### config.mk
export PLATFORM = sky130hd
export DESIGN_NAME = scp_serial_port
export DESIGN_NICKNAME = d
export VERILOG_FILES = /design/src/hw/scp_pkg.sv /design/src/hw/scp_serial_port.sv /design/src/hw/scp_sync.sv
export SDC_FILE = /design/constraint.sdc
export NUM_CORES = 1
export LEC_CHECK = 0
export BUFFER_PORTS_ARGS = -buffer_cell sky130_fd_sc_hd__buf_2
export CAP_MARGIN = 20
export CORE_MARGIN = 3
export CORE_UTILIZATION = 41
export CTS_BUF_LIST = sky130_fd_sc_hd__clkbuf_4
export DETAILED_ROUTE_END_ITERATION = 7
export HOLD_SLACK_MARGIN = 0.03
export PLACE_DENSITY = 0.61
export RECOVER_POWER = 100
export SYNTH_ARGS = -nofsm -noshare
export SYNTH_HDL_FRONTEND = slang
export SYNTH_SLANG_ARGS = --single-unit
### constraint.sdc
create_clock -name clk -period 2.9 [get_ports clk]
set_clock_uncertainty 0.05 [all_clocks]
set_input_delay 0.435 -clock clk [delete_from_list [all_inputs] [get_ports clk]]
set_output_delay 0.435 -clock clk [all_outputs]
set_load 0.1 [all_outputs]
### src/hw/scp_pkg.sv
package scp_pkg;

  // Register byte offsets on the AXI4-Lite bus.
  localparam logic [7:0] CTRL_OFF = 8'h00;
  localparam logic [7:0] TRIG_OFF = 8'h04;
  localparam logic [7:0] DATA_OFF = 8'h08;
  localparam logic [7:0] STAT_OFF = 8'h0C;

  // Bit positions in the trigger and status registers.
  localparam int unsigned TRIG_TX_BIT = 0;
  localparam int unsigned TRIG_RX_BIT = 1;
  localparam int unsigned STAT_TX_BIT = 0;
  localparam int unsigned STAT_RX_BIT = 1;

  // AXI response codes.
  localparam logic [1:0] RESP_OKAY = 2'h0;
  localparam logic [1:0] RESP_SLVERR = 2'h2;

  // Control register layout, bit 7 down to bit 0.
  typedef struct packed {
    logic receive_enable;
    logic transmit_enable;
    logic parity_enable;
    logic clk_src_bit1;
    logic clk_src_bit0;
    logic mode_bit1;
    logic mode_bit0;
    logic serial_pin_enable;
  } scp_ctrl_t;

  localparam scp_ctrl_t CTRL_RESET = '0;

  // Pin pad drive; oe_n low means this block drives the pin.
  typedef struct packed {
    logic [3:0] out;
    logic [3:0] oe_n;
  } scp_pad_t;

  localparam scp_pad_t PAD_RESET = '{out: 4'h0, oe_n: 4'hF};

  // Pin order inside the four-pin group.
  localparam int unsigned PIN_SIN = 0;
  localparam int unsigned PIN_SERIAL_OUT = 1;
  localparam int unsigned PIN_SCLK = 2;
  localparam int unsigned PIN_RDY = 3;

  // Shift clock limits and the clock source dividers derived from them.
  localparam int unsigned CLK_HZ = 250_000_000;
  localparam int unsigned SCLK_MAX_HZ = 1_000_000;
  localparam int unsigned SCLK_DIV = 16;
  localparam int unsigned SRC_DIV_MIN = (CLK_HZ + SCLK_MAX_HZ * SCLK_DIV - 1) / (SCLK_MAX_HZ * SCLK_DIV);
  localparam logic [6:0] SRC_LAST0 = 7'(SRC_DIV_MIN - 1);
  localparam logic [6:0] SRC_LAST1 = 7'(SRC_DIV_MIN * 2 - 1);
  localparam logic [6:0] SRC_LAST2 = 7'(SRC_DIV_MIN * 4 - 1);
  localparam logic [6:0] SRC_LAST3 = 7'(SRC_DIV_MIN * 8 - 1);
  localparam logic [2:0] HALF_LAST = 3'(SCLK_DIV / 2 - 1);
  localparam logic [2:0] BIT_LAST = 3'h7;

  // Transfer engine states; the clock phases follow a Gray path.
  typedef enum logic [1:0] {
    SCP_IDLE = 2'b00,
    SCP_HIGH = 2'b01,
    SCP_LOW = 2'b11
  } scp_state_t;

endpackage

### src/hw/scp_serial_port.sv
// Chosen here: the placing of the registers and the AXI4-Lite interface to the registers.
`timescale 1ns/1ps

// How it works
// - Pins stay general I/O until pin enable set.
// - Mode bits 00 master, 01 slave.
// - Master clock from selected source; slave external.
// - Parity bit stored but never used here.
// - Master shift clock never exceeds 1 MHz.
// - Both enables zero resets the interface.
// - Transmit trigger starts master clock or waits.
// - One bit out per falling clock edge.
// - Output pin holds last bit afterwards.
// - End of transmit sets transmit done flag.
// - Receive trigger starts master clock or waits.
// - Input sampled on each rising clock edge.
// - Eighth rise stores byte, sets receive flag.
// - Slave ready pin low ready, high busy.
// - Ready falls on trigger, rises first falling.
// - Master mode leaves ready pin general I/O.
// - Master clock is source divided by sixteen.
// - Eight bits LSB first, half duplex only.
// - Trigger bits read one while busy.
module scp_serial_port (
  input wire logic clk, // 250 MHz system clock.
  input wire logic rst, // Synchronous reset, active high.
  input wire logic [7:0] s_axi_awaddr, // Write address.
  input wire logic s_axi_awvalid, // Write address valid.
  output logic s_axi_awready, // Write address ready.
  input wire logic [31:0] s_axi_wdata, // Write data.
  input wire logic [3:0] s_axi_wstrb, // Write byte strobes.
  input wire logic s_axi_wvalid, // Write data valid.
  output logic s_axi_wready, // Write data ready.
  output logic [1:0] s_axi_bresp, // Write response.
  output logic s_axi_bvalid, // Write response valid.
  input wire logic s_axi_bready, // Write response ready.
  input wire logic [7:0] s_axi_araddr, // Read address.
  input wire logic s_axi_arvalid, // Read address valid.
  output logic s_axi_arready, // Read address ready.
  output logic [31:0] s_axi_rdata, // Read data.
  output logic [1:0] s_axi_rresp, // Read response.
  output logic s_axi_rvalid, // Read data valid.
  input wire logic s_axi_rready, // Read data ready.
  input wire logic [3:0] pad_in, // Levels seen on the four pins.
  output scp_pkg::scp_pad_t pad, // Drive and enables for the four pins.
  input wire logic [3:0] port_out, // General port output levels.
  input wire logic [3:0] port_oe_n, // General port enables, low drives.
  output logic [3:0] port_in // Synchronised pin levels for the port.
);

  // Register state.
  scp_pkg::scp_ctrl_t ctrl;
  logic [7:0] tx_hold;
  logic [7:0] rx_buf;
  logic tx_done_flag;
  logic rx_done_flag;

  // Write channel holding state.
  logic aw_full;
  logic w_full;
  logic [7:0] aw_addr;
  logic [31:0] wdata_q;
  logic [3:0] wstrb_q;

  // Transfer engine state.
  scp_pkg::scp_state_t state;
  scp_pkg::scp_state_t next_state;
  logic is_tx;
  logic [7:0] tx_shift;
  logic [7:0] rx_shift;
  logic [2:0] bit_cnt;
  logic [6:0] src_cnt;
  logic [2:0] half_cnt;
  logic serial_out;
  logic slave_ready_n;
  logic sclk_prev;

  // Register offset match on the word address.
  function automatic logic hit(input logic [7:0] a, input logic [7:0] off);
    return a[7:2] == off[7:2];
  endfunction

  // Divider terminal count for the selected clock source.
  function automatic logic [6:0] src_last(input logic s1, input logic s0);
    logic [6:0] r;
    unique case ({s1, s0})
      2'b00: r = scp_pkg::SRC_LAST0;
      2'b01: r = scp_pkg::SRC_LAST1;
      2'b10: r = scp_pkg::SRC_LAST2;
      default: r = scp_pkg::SRC_LAST3;
    endcase
    return r;
  endfunction

  // Pin levels cross into the clock domain before anything reads them.
  scp_sync #(
    .W(4)
  ) u_sync (
    .clk(clk),
    .rst(rst),
    .d(pad_in),
    .q(port_in)
  );

  // Mode decode; an asynchronous mode selection leaves the engine idle.
  wire is_master = !ctrl.mode_bit1 && !ctrl.mode_bit0;
  wire is_slave = !ctrl.mode_bit1 && ctrl.mode_bit0;
  wire sync_mode = is_master || is_slave;
  wire link_off = !ctrl.transmit_enable && !ctrl.receive_enable;
  wire idle = state == scp_pkg::SCP_IDLE;
  wire sin_s = port_in[scp_pkg::PIN_SIN];
  wire sclk_s = port_in[scp_pkg::PIN_SCLK];

  // Write handshakes and the combined register write.
  wire aw_hs = s_axi_awvalid && s_axi_awready;
  wire w_hs = s_axi_wvalid && s_axi_wready;
  wire do_wr = aw_full && w_full && !s_axi_bvalid;
  wire wr_lane = do_wr && wstrb_q[0];
  wire wr_ctrl = wr_lane && hit(aw_addr, scp_pkg::CTRL_OFF);
  wire wr_trig = wr_lane && hit(aw_addr, scp_pkg::TRIG_OFF);
  wire wr_data = wr_lane && hit(aw_addr, scp_pkg::DATA_OFF);
  wire wr_stat = wr_lane && hit(aw_addr, scp_pkg::STAT_OFF);
  wire wr_ok = hit(aw_addr, scp_pkg::CTRL_OFF) || hit(aw_addr, scp_pkg::TRIG_OFF) ||
               hit(aw_addr, scp_pkg::DATA_OFF) || hit(aw_addr, scp_pkg::STAT_OFF);
  wire next_aw_full = do_wr ? 1'b0 : (aw_full || aw_hs);
  wire next_w_full = do_wr ? 1'b0 : (w_full || w_hs);
  wire next_bvalid = do_wr || (s_axi_bvalid && !s_axi_bready);

  // Read handshake and decode.
  wire ar_hs = s_axi_arvalid && s_axi_arready;
  wire next_rvalid = ar_hs || (s_axi_rvalid && !s_axi_rready);
  wire rd_ctrl = hit(s_axi_araddr, scp_pkg::CTRL_OFF);
  wire rd_trig = hit(s_axi_araddr, scp_pkg::TRIG_OFF);
  wire rd_data = hit(s_axi_araddr, scp_pkg::DATA_OFF);
  wire rd_stat = hit(s_axi_araddr, scp_pkg::STAT_OFF);
  wire rd_ok = rd_ctrl || rd_trig || rd_data || rd_stat;

  // Triggers start a transfer only when idle, so transmit and receive never overlap;
  // transmit wins if software writes both bits at once.
  wire trig_tx = wdata_q[scp_pkg::TRIG_TX_BIT];
  wire trig_rx = wdata_q[scp_pkg::TRIG_RX_BIT];
  wire can_start = wr_trig && idle && sync_mode && ctrl.serial_pin_enable;
  wire start_tx = can_start && trig_tx && ctrl.transmit_enable;
  wire start_rx = can_start && !trig_tx && trig_rx && ctrl.receive_enable;
  wire start = start_tx || start_rx;

  // Clock source and the divide by sixteen that forms the master shift clock.
  wire tick = src_cnt == src_last(ctrl.clk_src_bit1, ctrl.clk_src_bit0);
  wire half_done = tick && half_cnt == scp_pkg::HALF_LAST;

  // Shift clock edges, generated in master mode, detected in slave mode.
  wire sclk_fall = sclk_prev && !sclk_s;
  wire sclk_rise = !sclk_prev && sclk_s;
  wire ev_fall = state == scp_pkg::SCP_HIGH && (is_master ? half_done : sclk_fall);
  wire ev_rise = state == scp_pkg::SCP_LOW && (is_master ? half_done : sclk_rise);
  wire last_rise = ev_rise && bit_cnt == scp_pkg::BIT_LAST;
  wire [7:0] rx_next = {sin_s, rx_shift[7:1]};

  // Completion events; parity_enable is never consulted on this path.
  wire tx_set = last_rise && is_tx;
  wire rx_set = last_rise && !is_tx;
  wire tx_clr = wr_stat && wdata_q[scp_pkg::STAT_TX_BIT];
  wire rx_clr = wr_stat && wdata_q[scp_pkg::STAT_RX_BIT];
  wire tx_busy = !idle && is_tx;
  wire rx_busy = !idle && !is_tx;

  // Read data words.
  wire [31:0] trig_word = (32'(tx_busy) << scp_pkg::TRIG_TX_BIT) | (32'(rx_busy) << scp_pkg::TRIG_RX_BIT);
  wire [31:0] stat_word = (32'(tx_done_flag) << scp_pkg::STAT_TX_BIT) |
                          (32'(rx_done_flag) << scp_pkg::STAT_RX_BIT);
  wire [31:0] rd_word = rd_ctrl ? {24'h0, ctrl} :
                        rd_trig ? trig_word :
                        rd_data ? {24'h0, rx_buf} :
                        rd_stat ? stat_word : 32'h0;

  // Pin muxing: each pin falls back to the general port unless serial use claims it.
  wire pin_en = ctrl.serial_pin_enable;
  wire own_sclk = pin_en && sync_mode;
  wire own_rdy = pin_en && is_slave;
  wire sclk_level = state != scp_pkg::SCP_LOW;
  scp_pkg::scp_pad_t next_pad;
  assign next_pad.out[scp_pkg::PIN_SIN] = port_out[scp_pkg::PIN_SIN];
  assign next_pad.oe_n[scp_pkg::PIN_SIN] = pin_en || port_oe_n[scp_pkg::PIN_SIN];
  assign next_pad.out[scp_pkg::PIN_SERIAL_OUT] = pin_en ? serial_out : port_out[scp_pkg::PIN_SERIAL_OUT];
  assign next_pad.oe_n[scp_pkg::PIN_SERIAL_OUT] = pin_en ? 1'b0 : port_oe_n[scp_pkg::PIN_SERIAL_OUT];
  assign next_pad.out[scp_pkg::PIN_SCLK] = own_sclk ? sclk_level : port_out[scp_pkg::PIN_SCLK];
  assign next_pad.oe_n[scp_pkg::PIN_SCLK] = own_sclk ? !is_master : port_oe_n[scp_pkg::PIN_SCLK];
  assign next_pad.out[scp_pkg::PIN_RDY] = own_rdy ? slave_ready_n : port_out[scp_pkg::PIN_RDY];
  assign next_pad.oe_n[scp_pkg::PIN_RDY] = own_rdy ? 1'b0 : port_oe_n[scp_pkg::PIN_RDY];

  // Engine sequencing; clearing both enables drops any transfer at once.
  always_comb begin
    next_state = state;
    unique case (state)
      scp_pkg::SCP_IDLE: begin
        if (start) begin
          next_state = scp_pkg::SCP_HIGH;
        end
      end
      scp_pkg::SCP_HIGH: begin
        if (ev_fall) begin
          next_state = scp_pkg::SCP_LOW;
        end
      end
      scp_pkg::SCP_LOW: begin
        if (last_rise) begin
          next_state = scp_pkg::SCP_IDLE;
        end else if (ev_rise) begin
          next_state = scp_pkg::SCP_HIGH;
        end
      end
      default: begin
        next_state = scp_pkg::SCP_IDLE;
      end
    endcase
    if (link_off) begin
      next_state = scp_pkg::SCP_IDLE;
    end
  end

  // AXI write channel; address and data may arrive in either order.
  always_ff @(posedge clk) begin
    if (rst) begin
      aw_full <= 1'b0;
      w_full <= 1'b0;
      s_axi_awready <= 1'b0;
      s_axi_wready <= 1'b0;
      s_axi_bvalid <= 1'b0;
      s_axi_bresp <= scp_pkg::RESP_OKAY;
    end else begin
      aw_full <= next_aw_full;
      w_full <= next_w_full;
      s_axi_awready <= !next_aw_full;
      s_axi_wready <= !next_w_full;
      s_axi_bvalid <= next_bvalid;
      if (do_wr) begin
        s_axi_bresp <= wr_ok ? scp_pkg::RESP_OKAY : scp_pkg::RESP_SLVERR;
      end
    end
  end

  // Captured write payloads; no reset needed as they are qualified by the full flags.
  always_ff @(posedge clk) begin
    if (aw_hs) begin
      aw_addr <= s_axi_awaddr;
    end
    if (w_hs) begin
      wdata_q <= s_axi_wdata;
      wstrb_q <= s_axi_wstrb;
    end
  end

  // AXI read channel; the answer is registered one cycle after the address.
  always_ff @(posedge clk) begin
    if (rst) begin
      s_axi_arready <= 1'b0;
      s_axi_rvalid <= 1'b0;
      s_axi_rdata <= 32'h0;
      s_axi_rresp <= scp_pkg::RESP_OKAY;
    end else begin
      s_axi_arready <= !next_rvalid;
      s_axi_rvalid <= next_rvalid;
      if (ar_hs) begin
        s_axi_rdata <= rd_word;
        s_axi_rresp <= rd_ok ? scp_pkg::RESP_OKAY : scp_pkg::RESP_SLVERR;
      end
    end
  end

  // Control and transmit data registers.
  always_ff @(posedge clk) begin
    if (rst) begin
      ctrl <= scp_pkg::CTRL_RESET;
      tx_hold <= 8'h00;
    end else begin
      if (wr_ctrl) begin
        ctrl <= scp_pkg::scp_ctrl_t'(wdata_q[7:0]);
      end
      if (wr_data) begin
        tx_hold <= wdata_q[7:0];
      end
    end
  end

  // Done flags: a completion in the same cycle as a clear still sets the flag.
  always_ff @(posedge clk) begin
    if (rst) begin
      tx_done_flag <= 1'b0;
      rx_done_flag <= 1'b0;
    end else begin
      tx_done_flag <= tx_set || (tx_done_flag && !tx_clr);
      rx_done_flag <= rx_set || (rx_done_flag && !rx_clr);
    end
  end

  // Source divider and half-period counter restart on a trigger for a full first phase.
  always_ff @(posedge clk) begin
    if (rst || start || tick) begin
      src_cnt <= 7'h00;
    end else begin
      src_cnt <= src_cnt + 7'h01;
    end
    if (rst || start || half_done) begin
      half_cnt <= 3'h0;
    end else if (tick) begin
      half_cnt <= half_cnt + 3'h1;
    end
  end

  // State, direction, bit count and slave clock edge history.
  always_ff @(posedge clk) begin
    if (rst) begin
      state <= scp_pkg::SCP_IDLE;
      is_tx <= 1'b0;
      bit_cnt <= 3'h0;
      sclk_prev <= 1'b1;
    end else begin
      state <= next_state;
      sclk_prev <= sclk_s;
      if (start) begin
        is_tx <= start_tx;
        bit_cnt <= 3'h0;
      end else if (ev_rise) begin
        bit_cnt <= bit_cnt + 3'h1;
      end
    end
  end

  // Shift registers; the output pin keeps the last bit until the next transmit.
  always_ff @(posedge clk) begin
    if (rst) begin
      tx_shift <= 8'h00;
      rx_shift <= 8'h00;
      rx_buf <= 8'h00;
      serial_out <= 1'b1;
    end else begin
      if (start_tx) begin
        tx_shift <= tx_hold;
      end else if (ev_fall && is_tx) begin
        serial_out <= tx_shift[0];
        tx_shift <= tx_shift >> 1;
      end
      if (ev_rise && !is_tx) begin
        rx_shift <= rx_next;
      end
      if (rx_set) begin
        rx_buf <= rx_next;
      end
    end
  end

  // Slave ready: low from trigger until the first falling clock edge, high otherwise.
  always_ff @(posedge clk) begin
    if (rst || link_off || ev_fall) begin
      slave_ready_n <= 1'b1;
    end else if (start && is_slave) begin
      slave_ready_n <= 1'b0;
    end
  end

  // Pin drive is registered so every pad output comes from a flop.
  always_ff @(posedge clk) begin
    if (rst) begin
      pad <= scp_pkg::PAD_RESET;
    end else begin
      pad <= next_pad;
    end
  end

endmodule

### src/hw/scp_sync.sv
`timescale 1ns/1ps

// Two-flop synchroniser for levels arriving from the pins.
module scp_sync #(
  parameter int unsigned W = 4
) (
  input wire logic clk, // System clock.
  input wire logic rst, // Synchronous reset, active high.
  input wire logic [W-1:0] d, // Asynchronous input levels.
  output logic [W-1:0] q // Synchronised levels.
);

  logic [W-1:0] meta;

  // The first stage feeds only the second, so metastability cannot spread.
  always_ff @(posedge clk) begin
    if (rst) begin
      meta <= '0;
      q <= '0;
    end else begin
      meta <= d;
      q <= meta;
    end
  end

endmodule

==> results of run 1 <==
[state kept, by name, indices dropped and copies added, names as in the netlist, 2 cells and up]
name and count:
wdata_q 8, tx_shift 8, tx_hold 8, u_sync.q 4, half_cnt 3, rx_shift 7
s_axi_rdata 8, u_sync.meta 4, pad 8, ctrl 7, state 2, rx_buf 8
src_cnt 7, aw_addr 6, bit_cnt 3
[layout make-up]
| type | count | area share (%) |
|---|---|---|
| Multi-Input combinational cell | 316 | 38.5 |
| Clock inverter | 6 | 0.835 |
| Inverter | 7 | 0.548 |
| Clock buffer | 10 | 1.56 |
| Timing Repair Buffer | 72 | 6.81 |
| Sequential cell | 108 | 48.2 |
| Tap cell | 136 | 3.55 |
[cell usage after synthesis, drive strengths merged (2+ instances only)]
| cell type | n | share of area [%] |
|---|---|---|
| clkbuf | 16 | 1.4 |
| nand2 | 49 | 4.2 |
| mux2 | 6 | 1.5 |
| or2 | 4 | 0.63 |
| edfxtp | 15 | 10 |
| nand3b | 4 | 0.69 |
| mux4 | 2 | 1.1 |
| nand3 | 31 | 3.5 |
| nor3 | 8 | 0.91 |
| nand2b | 2 | 0.29 |
| a22oi | 9 | 1.5 |
| or2b | 2 | 0.43 |
| inv | 6 | 0.51 |
| dfxtp | 93 | 42 |
| nand4 | 4 | 0.57 |
| nor2 | 43 | 3.7 |
| buf | 29 | 4.8 |
| xor2 | 2 | 0.40 |
| and2 | 4 | 0.57 |
| xnor2 | 3 | 0.60 |
| and3 | 5 | 0.71 |
| a31oi | 2 | 0.43 |
| o21ai | 15 | 1.7 |
| o31ai | 3 | 1.1 |
| or3 | 4 | 0.57 |
| a211oi | 3 | 0.51 |
| o211ai | 7 | 1.2 |
| ha | 5 | 1.4 |
| nor2b | 11 | 1.6 |
| a21oi | 30 | 3.4 |
| mux2i | 16 | 3.7 |
| or3b | 5 | 1.1 |
[cell families after synthesis]
group	share of synthesized area, %
AOI/OAI and AO/OA	11.1
buffers and inverters	6.79
other	0.0856
xor gates and xnor gates	0.999
and+or+nand+nor	20.5
adders and majority gates	1.43
muxes	6.31
DFF	52.8
[worst max-delay path by stage]
stage | startpoint | end | slack (ps) | depth (start not counted)
after floorplan | s_axi_bvalid$_SDFF_PP0_ | tx_shift[0]$_SDFFE_PP0P_ | 650 | 6
after global placement | half_cnt[0]$_SDFFE_PP0N_ | tx_shift[0]$_SDFFE_PP0P_ | 570 | 7
after detailed placement | half_cnt[0]$_SDFFE_PP0N_ | tx_shift[1]$_SDFFE_PP0P_ | 560 | 7
after CTS | half_cnt[0]$_SDFFE_PP0N_ | tx_shift[1]$_SDFFE_PP0P_ | 540 | 7
after global routing | src_cnt[0]$_SDFF_PP0_ | tx_done_flag$_SDFF_PP0_ | 210 | 7
final | half_cnt[0]$_SDFFE_PP0N_ | tx_shift[0]$_SDFFE_PP0P_ | 420 | 7
[per-stage QoR]
stage | hold WS (ps) | setup slack [ps] | util, % | cell area, µm² | std cells
global placement | 369 | 572 | 45.8 | 4750 | 639
CTS | 84.1 | 543 | 46.9 | 4870 | 655
global route | 63.3 | 208 | 46.3 | 4800 | 655
detailed placement | 380 | 565 | 45.8 | 4750 | 639
finish | 107 | 424 | 46.3 | 4800 | 655
floorplan | 363 | 652 | - | 4480 | 476
[per-layer routing]
metal / routed length [µm] / track usage, % / part of all wire, %
met3: 415 / 3.05 / 4.6
met1: 4180 / 19.9 / 47
met5: 0 / 0 / 0
met2: 4130 / 25.3 / 46
met4: 236 / 7.48 / 2.6
[power by group through the flow]
| stage | combinational, mW | sequential [mW] | clock [mW] |
|---|---|---|---|
| floorplan | 0.230 | 1.70 | 0 |
| global placement | 0.360 | 1.60 | 0 |
| detailed placement | 0.362 | 1.60 | 0 |
| CTS | 0.362 | 1.57 | 0.685 |
| global route | 0.374 | 1.58 | 0.749 |
| finish | 0.356 | 1.57 | 0.659 |
==> results by group, run 1 <==
Route
  • Pre-Repair DR Iteration Count: 4
  • Drt drc: 0
  • Iter 0 DRT Violations: 202
  • DR vias: 3296
  • Vias per inst: 5.03
  • Antenna viol nets, final: 0
  • Wire per inst: roughly 14 µm
  • WL final: 8.97 mm

Pwr
  • Pwr/cell area: 539 nW/µm²
  • Logic gate share of total power: 13.7%
  • Int Power: between 1.5 and 2 mW
  • Pwr Total: approximately 2.6 mW
  • Sw power: 0.803 mW
  • Switching Fraction: 31.0%
  • IR Drop Worst-Case VDD: 0.000266 V
  • P_leak: 1.78 nW
  • Clk pwr share: around a quarter
  • Sequential power share: 60.8%

Critical path
  • R2r setup slk: ~420 ps
  • Critical path buffers and inverters: 0
  • Worst r2r dst: tx_shift[0]$_SDFFE_PP0P_
  • Nature of the critical path startpoint: flop
  • Slowest CP cell: or3b_1
  • FF-to-FF path depth: 7
  • Cell family with most CP delay: simple AND/OR/NAND/NOR gates
  • Reg2Reg Launch Point: half_cnt[0]$_SDFFE_PP0N_
  • Critical Path AT: about 2700 ps
  • Most used cell, CP: ha_1
  • Crit path required time: 3140 ps
  • Crit-path max FO: 10
  • Sequence of cells on the critical path: ha_1 > ha_1 > or3b_1 > or2_4 > o31ai_4 > or2b_1 > o311ai_1
  • Crit. End Element: flop
  • CP Class: reg2reg
  • Crit path largest cell delay: 450 ps

Hold path
  • WHS Endpoint: wdata_q[4]$_DFFE_PP_
  • Hold Crit Start: s_axi_wdata[4]
  • Hold Path Class: in2reg
  • Hold Crit Depth: 1

CTS
  • Postcts setup bufs: 0
  • CTS buffer count: 9
  • Post-cts resize count: 0
  • Worst-path clk slew: 160 ps
  • Htree depth: 3
  • CTS max path bufs: 2
  • Hold buffer count at CTS: 0
  • CTS Root Cell: clkbuf_4
  • CTS tree: yes
  • Clk Latency, worst-skew pair: 440 ps
  • Clock tree sinks: 108

Cells and area
  • Net count, final: 590
  • Commonest non-fill, non-tap cells in the layout: 93 x dfxtp_1, 49 x nand2_1, 43 x nor2_1, 38 x buf_2
  • Area occupied by multi-input gates: approximately 1800 µm²
  • Share of layout cells above drive strength 1: 13.9%
  • # diodes: 0
  • Sequential cell area: 2310 µm²
  • Commonest non-fill, non-tap cell in the layout: dfxtp_1
  • Layout area overhead: 9.45%
  • Fillers: ~1000

Synth
  • Post-Syn Area: 4380 µm²
  • Dominant synthesized flop cell: dfxtp_1
  • Post-synthesis register bit count: 108
  • Number of synthesized flops with an enable pin: 15
  • Synth cell types: 55
  • Mean post-synth cell area: 9.72 µm²
  • Async S/R FF share, synth: 0%
  • Post-Synthesis Cells: 451
  • Synthesis warning total: 0
  • Register area share after synthesis: 52.8%

Global routing
  • Pin count of the biggest net entering global routing: 61
  • Vias in the first global route: 3102
  • Initial antenna violation count: 0
  • All-layer global routing usage: 15.6%
  • Congestion Overflow GR: 0
  • First-pass GRT wire length: 14.6 mm

Floorplanning
  • Row count: 37
  • I/O pin count: around 120
  • Die footprint: 12000 µm²
  • CORE AREA: around 10000 µm²
  • Die width: 109 µm
  • Die Height: 109 µm
  • Initial core utilization: a little over two fifths

Timing
  • Final setup fails: 0
  • Final Max Slew Viols: 0
  • F_max: about 400 MHz
  • Setup TNS: 0 ps
  • RSZ-0062 raised after global routing: false
  • Post-route clock period utilization: around 85%
  • Final Hold Fails: 0
  • Fin crit period: 2480 ps
  • Rel. slew slack: 15.8%
  • Worst Tran Pin Value: approximately 1300 ps

Run
  • Max cap viols: 0

Place
  • PortBufs: between 60 and 70
  • Final HPWL from detailed placement: between 6 and 7 mm
  • Final GP Congestion: 0.831

Status
  • Status: finished, final reports clean
(Power assumes the default switching activity.)
==> run 2, diff against run 1 <==
--- a/config.mk
+++ b/config.mk
@@ -14,6 +14,7 @@
 export HOLD_SLACK_MARGIN = 0.03
 export PLACE_DENSITY = 0.61
 export RECOVER_POWER = 100
+export SETUP_SLACK_MARGIN = 0.5
 export SYNTH_ARGS = -nofsm -noshare
 export SYNTH_HDL_FRONTEND = slang
 export SYNTH_SLANG_ARGS = --single-unit
==> run 2 against run 1 <==
Routed wire length barely moved; combinational power barely moved; non-clock buffer count rose by 3; sequential share of layout area fell by 0.25 points; flip-flop and latch count did not move; first-iteration DRC count fell by 18%; worst setup slack improved by 5.1 ps; maximum frequency rose by 0.21%; utilization rose by 0.24 points; largest cell class unchanged.
==> results by group, run 2 (same netlist as run 1, synthesis figures left out) <==
Timing
  • Worst Tran Pin Value: 1260 ps (-2.74 ps)
  • Minimum hold slack: 108 ps (+1.70 ps)
  • Rel. slew slack: 16.0% (+0.18 points)
  • Final Hold Fails: 0 (unchanged)
  • Fin crit period: 2470 ps (-5.07 ps)
  • Post-route clock period utilization: 85.2% (-0.17 points)
  • RSZ-0062 raised after global routing: false
  • F_max: 405 MHz (+0.21%)
  • Setup TNS: 0 ps (unchanged)
  • Final Max Slew Viols: 0 (unchanged)
  • Final setup fails: 0 (unchanged)

Cells and area
  • Sequential cell area: 2310 µm² (unchanged)
  • Fillers: 1037 (-0.29%)
  • Final instance area: 4820 µm² (+0.52%)
  • Commonest non-fill, non-tap cell in the layout: dfxtp_1
  • Commonest non-fill, non-tap cells in the layout: 93 x dfxtp_1, 49 x nand2_1, 43 x nor2_1, 38 x buf_2, 33 x clkbuf_1
  • Layout area overhead: 10.0%
  • Area occupied by multi-input gates: 1860 µm² (+0.54%)
  • Finished Layout Cells: 658 (+0.46%)
  • # diodes: 0 (unchanged)
  • Net count, final: 593 (+0.51%)
  • Share of layout cells above drive strength 1: 14.4% (+0.49 points)

Pwr
  • P_leak: 1.79 nW (+0.46%)
  • IR Drop Worst-Case VDD: 0.000266 V (about the same)
  • Pwr/cell area: 536 nW/µm² (-0.53%)
  • Sequential power share: 60.8% (about the same)
  • Sw power: 0.803 mW (about the same)
  • Logic gate share of total power: 13.8% (about the same)
  • Clk pwr share: 25.5% (about the same)
  • Switching Fraction: 31.0% (about the same)
  • Int Power: 1.78 mW (about the same)

Floorplanning
  • Die Height: 109 µm (unchanged)
  • CORE AREA: 10400 µm² (unchanged)
  • I/O pin count: 124 (unchanged)
  • Row count: 37 (unchanged)
  • Initial core utilization: 42.3% (unchanged)
  • Die footprint: 12000 µm² (unchanged)
  • Die width: 109 µm (unchanged)

Place
  • Final GP Congestion: 0.831 (unchanged)
  • Final HPWL from detailed placement: 6.51 mm (unchanged)
  • Placed Cells: 639 (unchanged)
  • PortBufs: 66 (unchanged)
  • Placed Area: 4750 µm² (unchanged)

Critical path
  • CP Class: reg2reg
  • FF-to-FF path depth: 8 (+1)
  • Crit-path max FO: 7 (-3)
  • Nature of the critical path startpoint: flop
  • Crit path required time: 3130 ps (about the same)
  • Crit. End Element: flop
  • Critical Path AT: 2700 ps (about the same)

Global routing
  • Initial antenna violation count: 0 (unchanged)
  • First-pass GRT wire length: 14.6 mm (unchanged)
  • Congestion Overflow GR: 0 (unchanged)
  • All-layer global routing usage: 15.6% (unchanged)
  • Vias in the first global route: 3102 (unchanged)
  • Pin count of the biggest net entering global routing: 61 (unchanged)

CTS
  • Hold buffer count at CTS: 0 (unchanged)
  • Clock tree sinks: 108 (unchanged)
  • Clk Latency, worst-skew pair: 430 ps (about the same)
  • CTS Root Cell: clkbuf_4
  • CTS buffer count: 9 (unchanged)
  • Worst-path clk slew: 160 ps (about the same)
  • Htree depth: 3 (unchanged)
  • CTS max path bufs: 2 (unchanged)
  • CTS tree: yes

Run
  • Max cap viols: 0 (unchanged)

Route
  • WL final: 8.97 mm (about the same)
  • DR vias: 3310 (+0.42%)
  • Antenna viol nets, final: 0 (unchanged)
  • Vias per inst: 5.03 (about the same)
  • Iter 0 DRT Violations: 166 (-18%)
  • Drt drc: 0 (unchanged)
  • Wire per inst: 13.6 µm (-0.41%)
  • Pre-Repair DR Iteration Count: 4 (unchanged)

Status
  • Status: finished, final reports clean

Hold path
  • Hold Crit Depth: 1 (unchanged)
  • Hold Path Class: in2reg
==> run 2: cell types whose count changed in the layout (fill, tap and decap cells not counted) <==
cell,before,now
or2_0,1,2
o221ai_1,1,0
or2_4,1,0
o221ai_2,0,1
clkbuf_1,31,33
or2b_4,0,1
or3b_4,0,1
or2b_1,2,1
or3b_1,3,2
buf_4,2,3
==> run 2: path summary, 6_finish.rpt <==
kind / from / to / slack, ps
max: half_cnt[0]$_SDFFE_PP0N_ / tx_shift[0]$_SDFFE_PP0P_ / 430
min: s_axi_wdata[4] / wdata_q[4]$_DFFE_PP_ / 110
max reg2reg: half_cnt[0]$_SDFFE_PP0N_ / tx_shift[0]$_SDFFE_PP0P_ / 430
min reg2reg: u_sync.meta[0]$_SDFF_PP0_ / u_sync.q[0]$_SDFF_PP0_ / 400
==> run 2: power groups by stage <==
stage | Combinational, mW | Sequential (mW) | Clock (mW)
2_1_floorplan | 0.230 | 1.70 | 0
3_3_place_gp | 0.360 | 1.60 | 0
3_5_place_dp | 0.362 | 1.60 | 0
4_1_cts | 0.362 | 1.57 | 0.685
5_1_grt | 0.374 | 1.58 | 0.749
6_report | 0.356 | 1.57 | 0.659
==> run 2: repair_timing <==
action,CTS,global route
setup buffers,0,3
resized for setup,0,1
hold endpoints to repair,0,0
endpoints found under the setup margin,0,9
==> run 2: worst max-delay path, cell delays in order, from the launching register on <==
cell	delay, ps
dfxtp_1	380
ha_1	150
ha_1	180
or3b_4	420
or2_0	270
o31ai_4	210
clkbuf_1	330
or2b_4	230
o311ai_1	80
==> run 2: final cells by class <==
| cell class | instances | area share, % |
|---|---|---|
| repair buffers | 75 | 7.08 |
| inverters | 7 | 0.545 |
| clock inverters | 6 | 0.830 |
| well taps | 136 | 3.53 |
| clock buffers | 10 | 1.56 |
| flip-flops and latches | 108 | 48.0 |
| multi-input cells | 316 | 38.5 |
==> run 2: per-layer routing <==
metal,share of wire [%],up-vias,track usage [%],routed length [µm]
met5,0,-,0,0
met4,2.5,0,7.48,226
met3,5.2,16,3.05,467
met2,46,99,25.3,4100
met1,47,1537,19.9,4180
li1,-,1658,-,-
==> run 2: metrics by stage <==
step / utilization [%] / setup slack, ps / power, mW
after floorplan: - / 652 / 1.93
after global placement: 45.8 / 572 / 1.96
after detailed placement: 45.8 / 565 / 1.97
after CTS: 46.9 / 543 / 2.62
after global routing: 46.5 / 274 / 2.70
final: 46.5 / 429 / 2.59
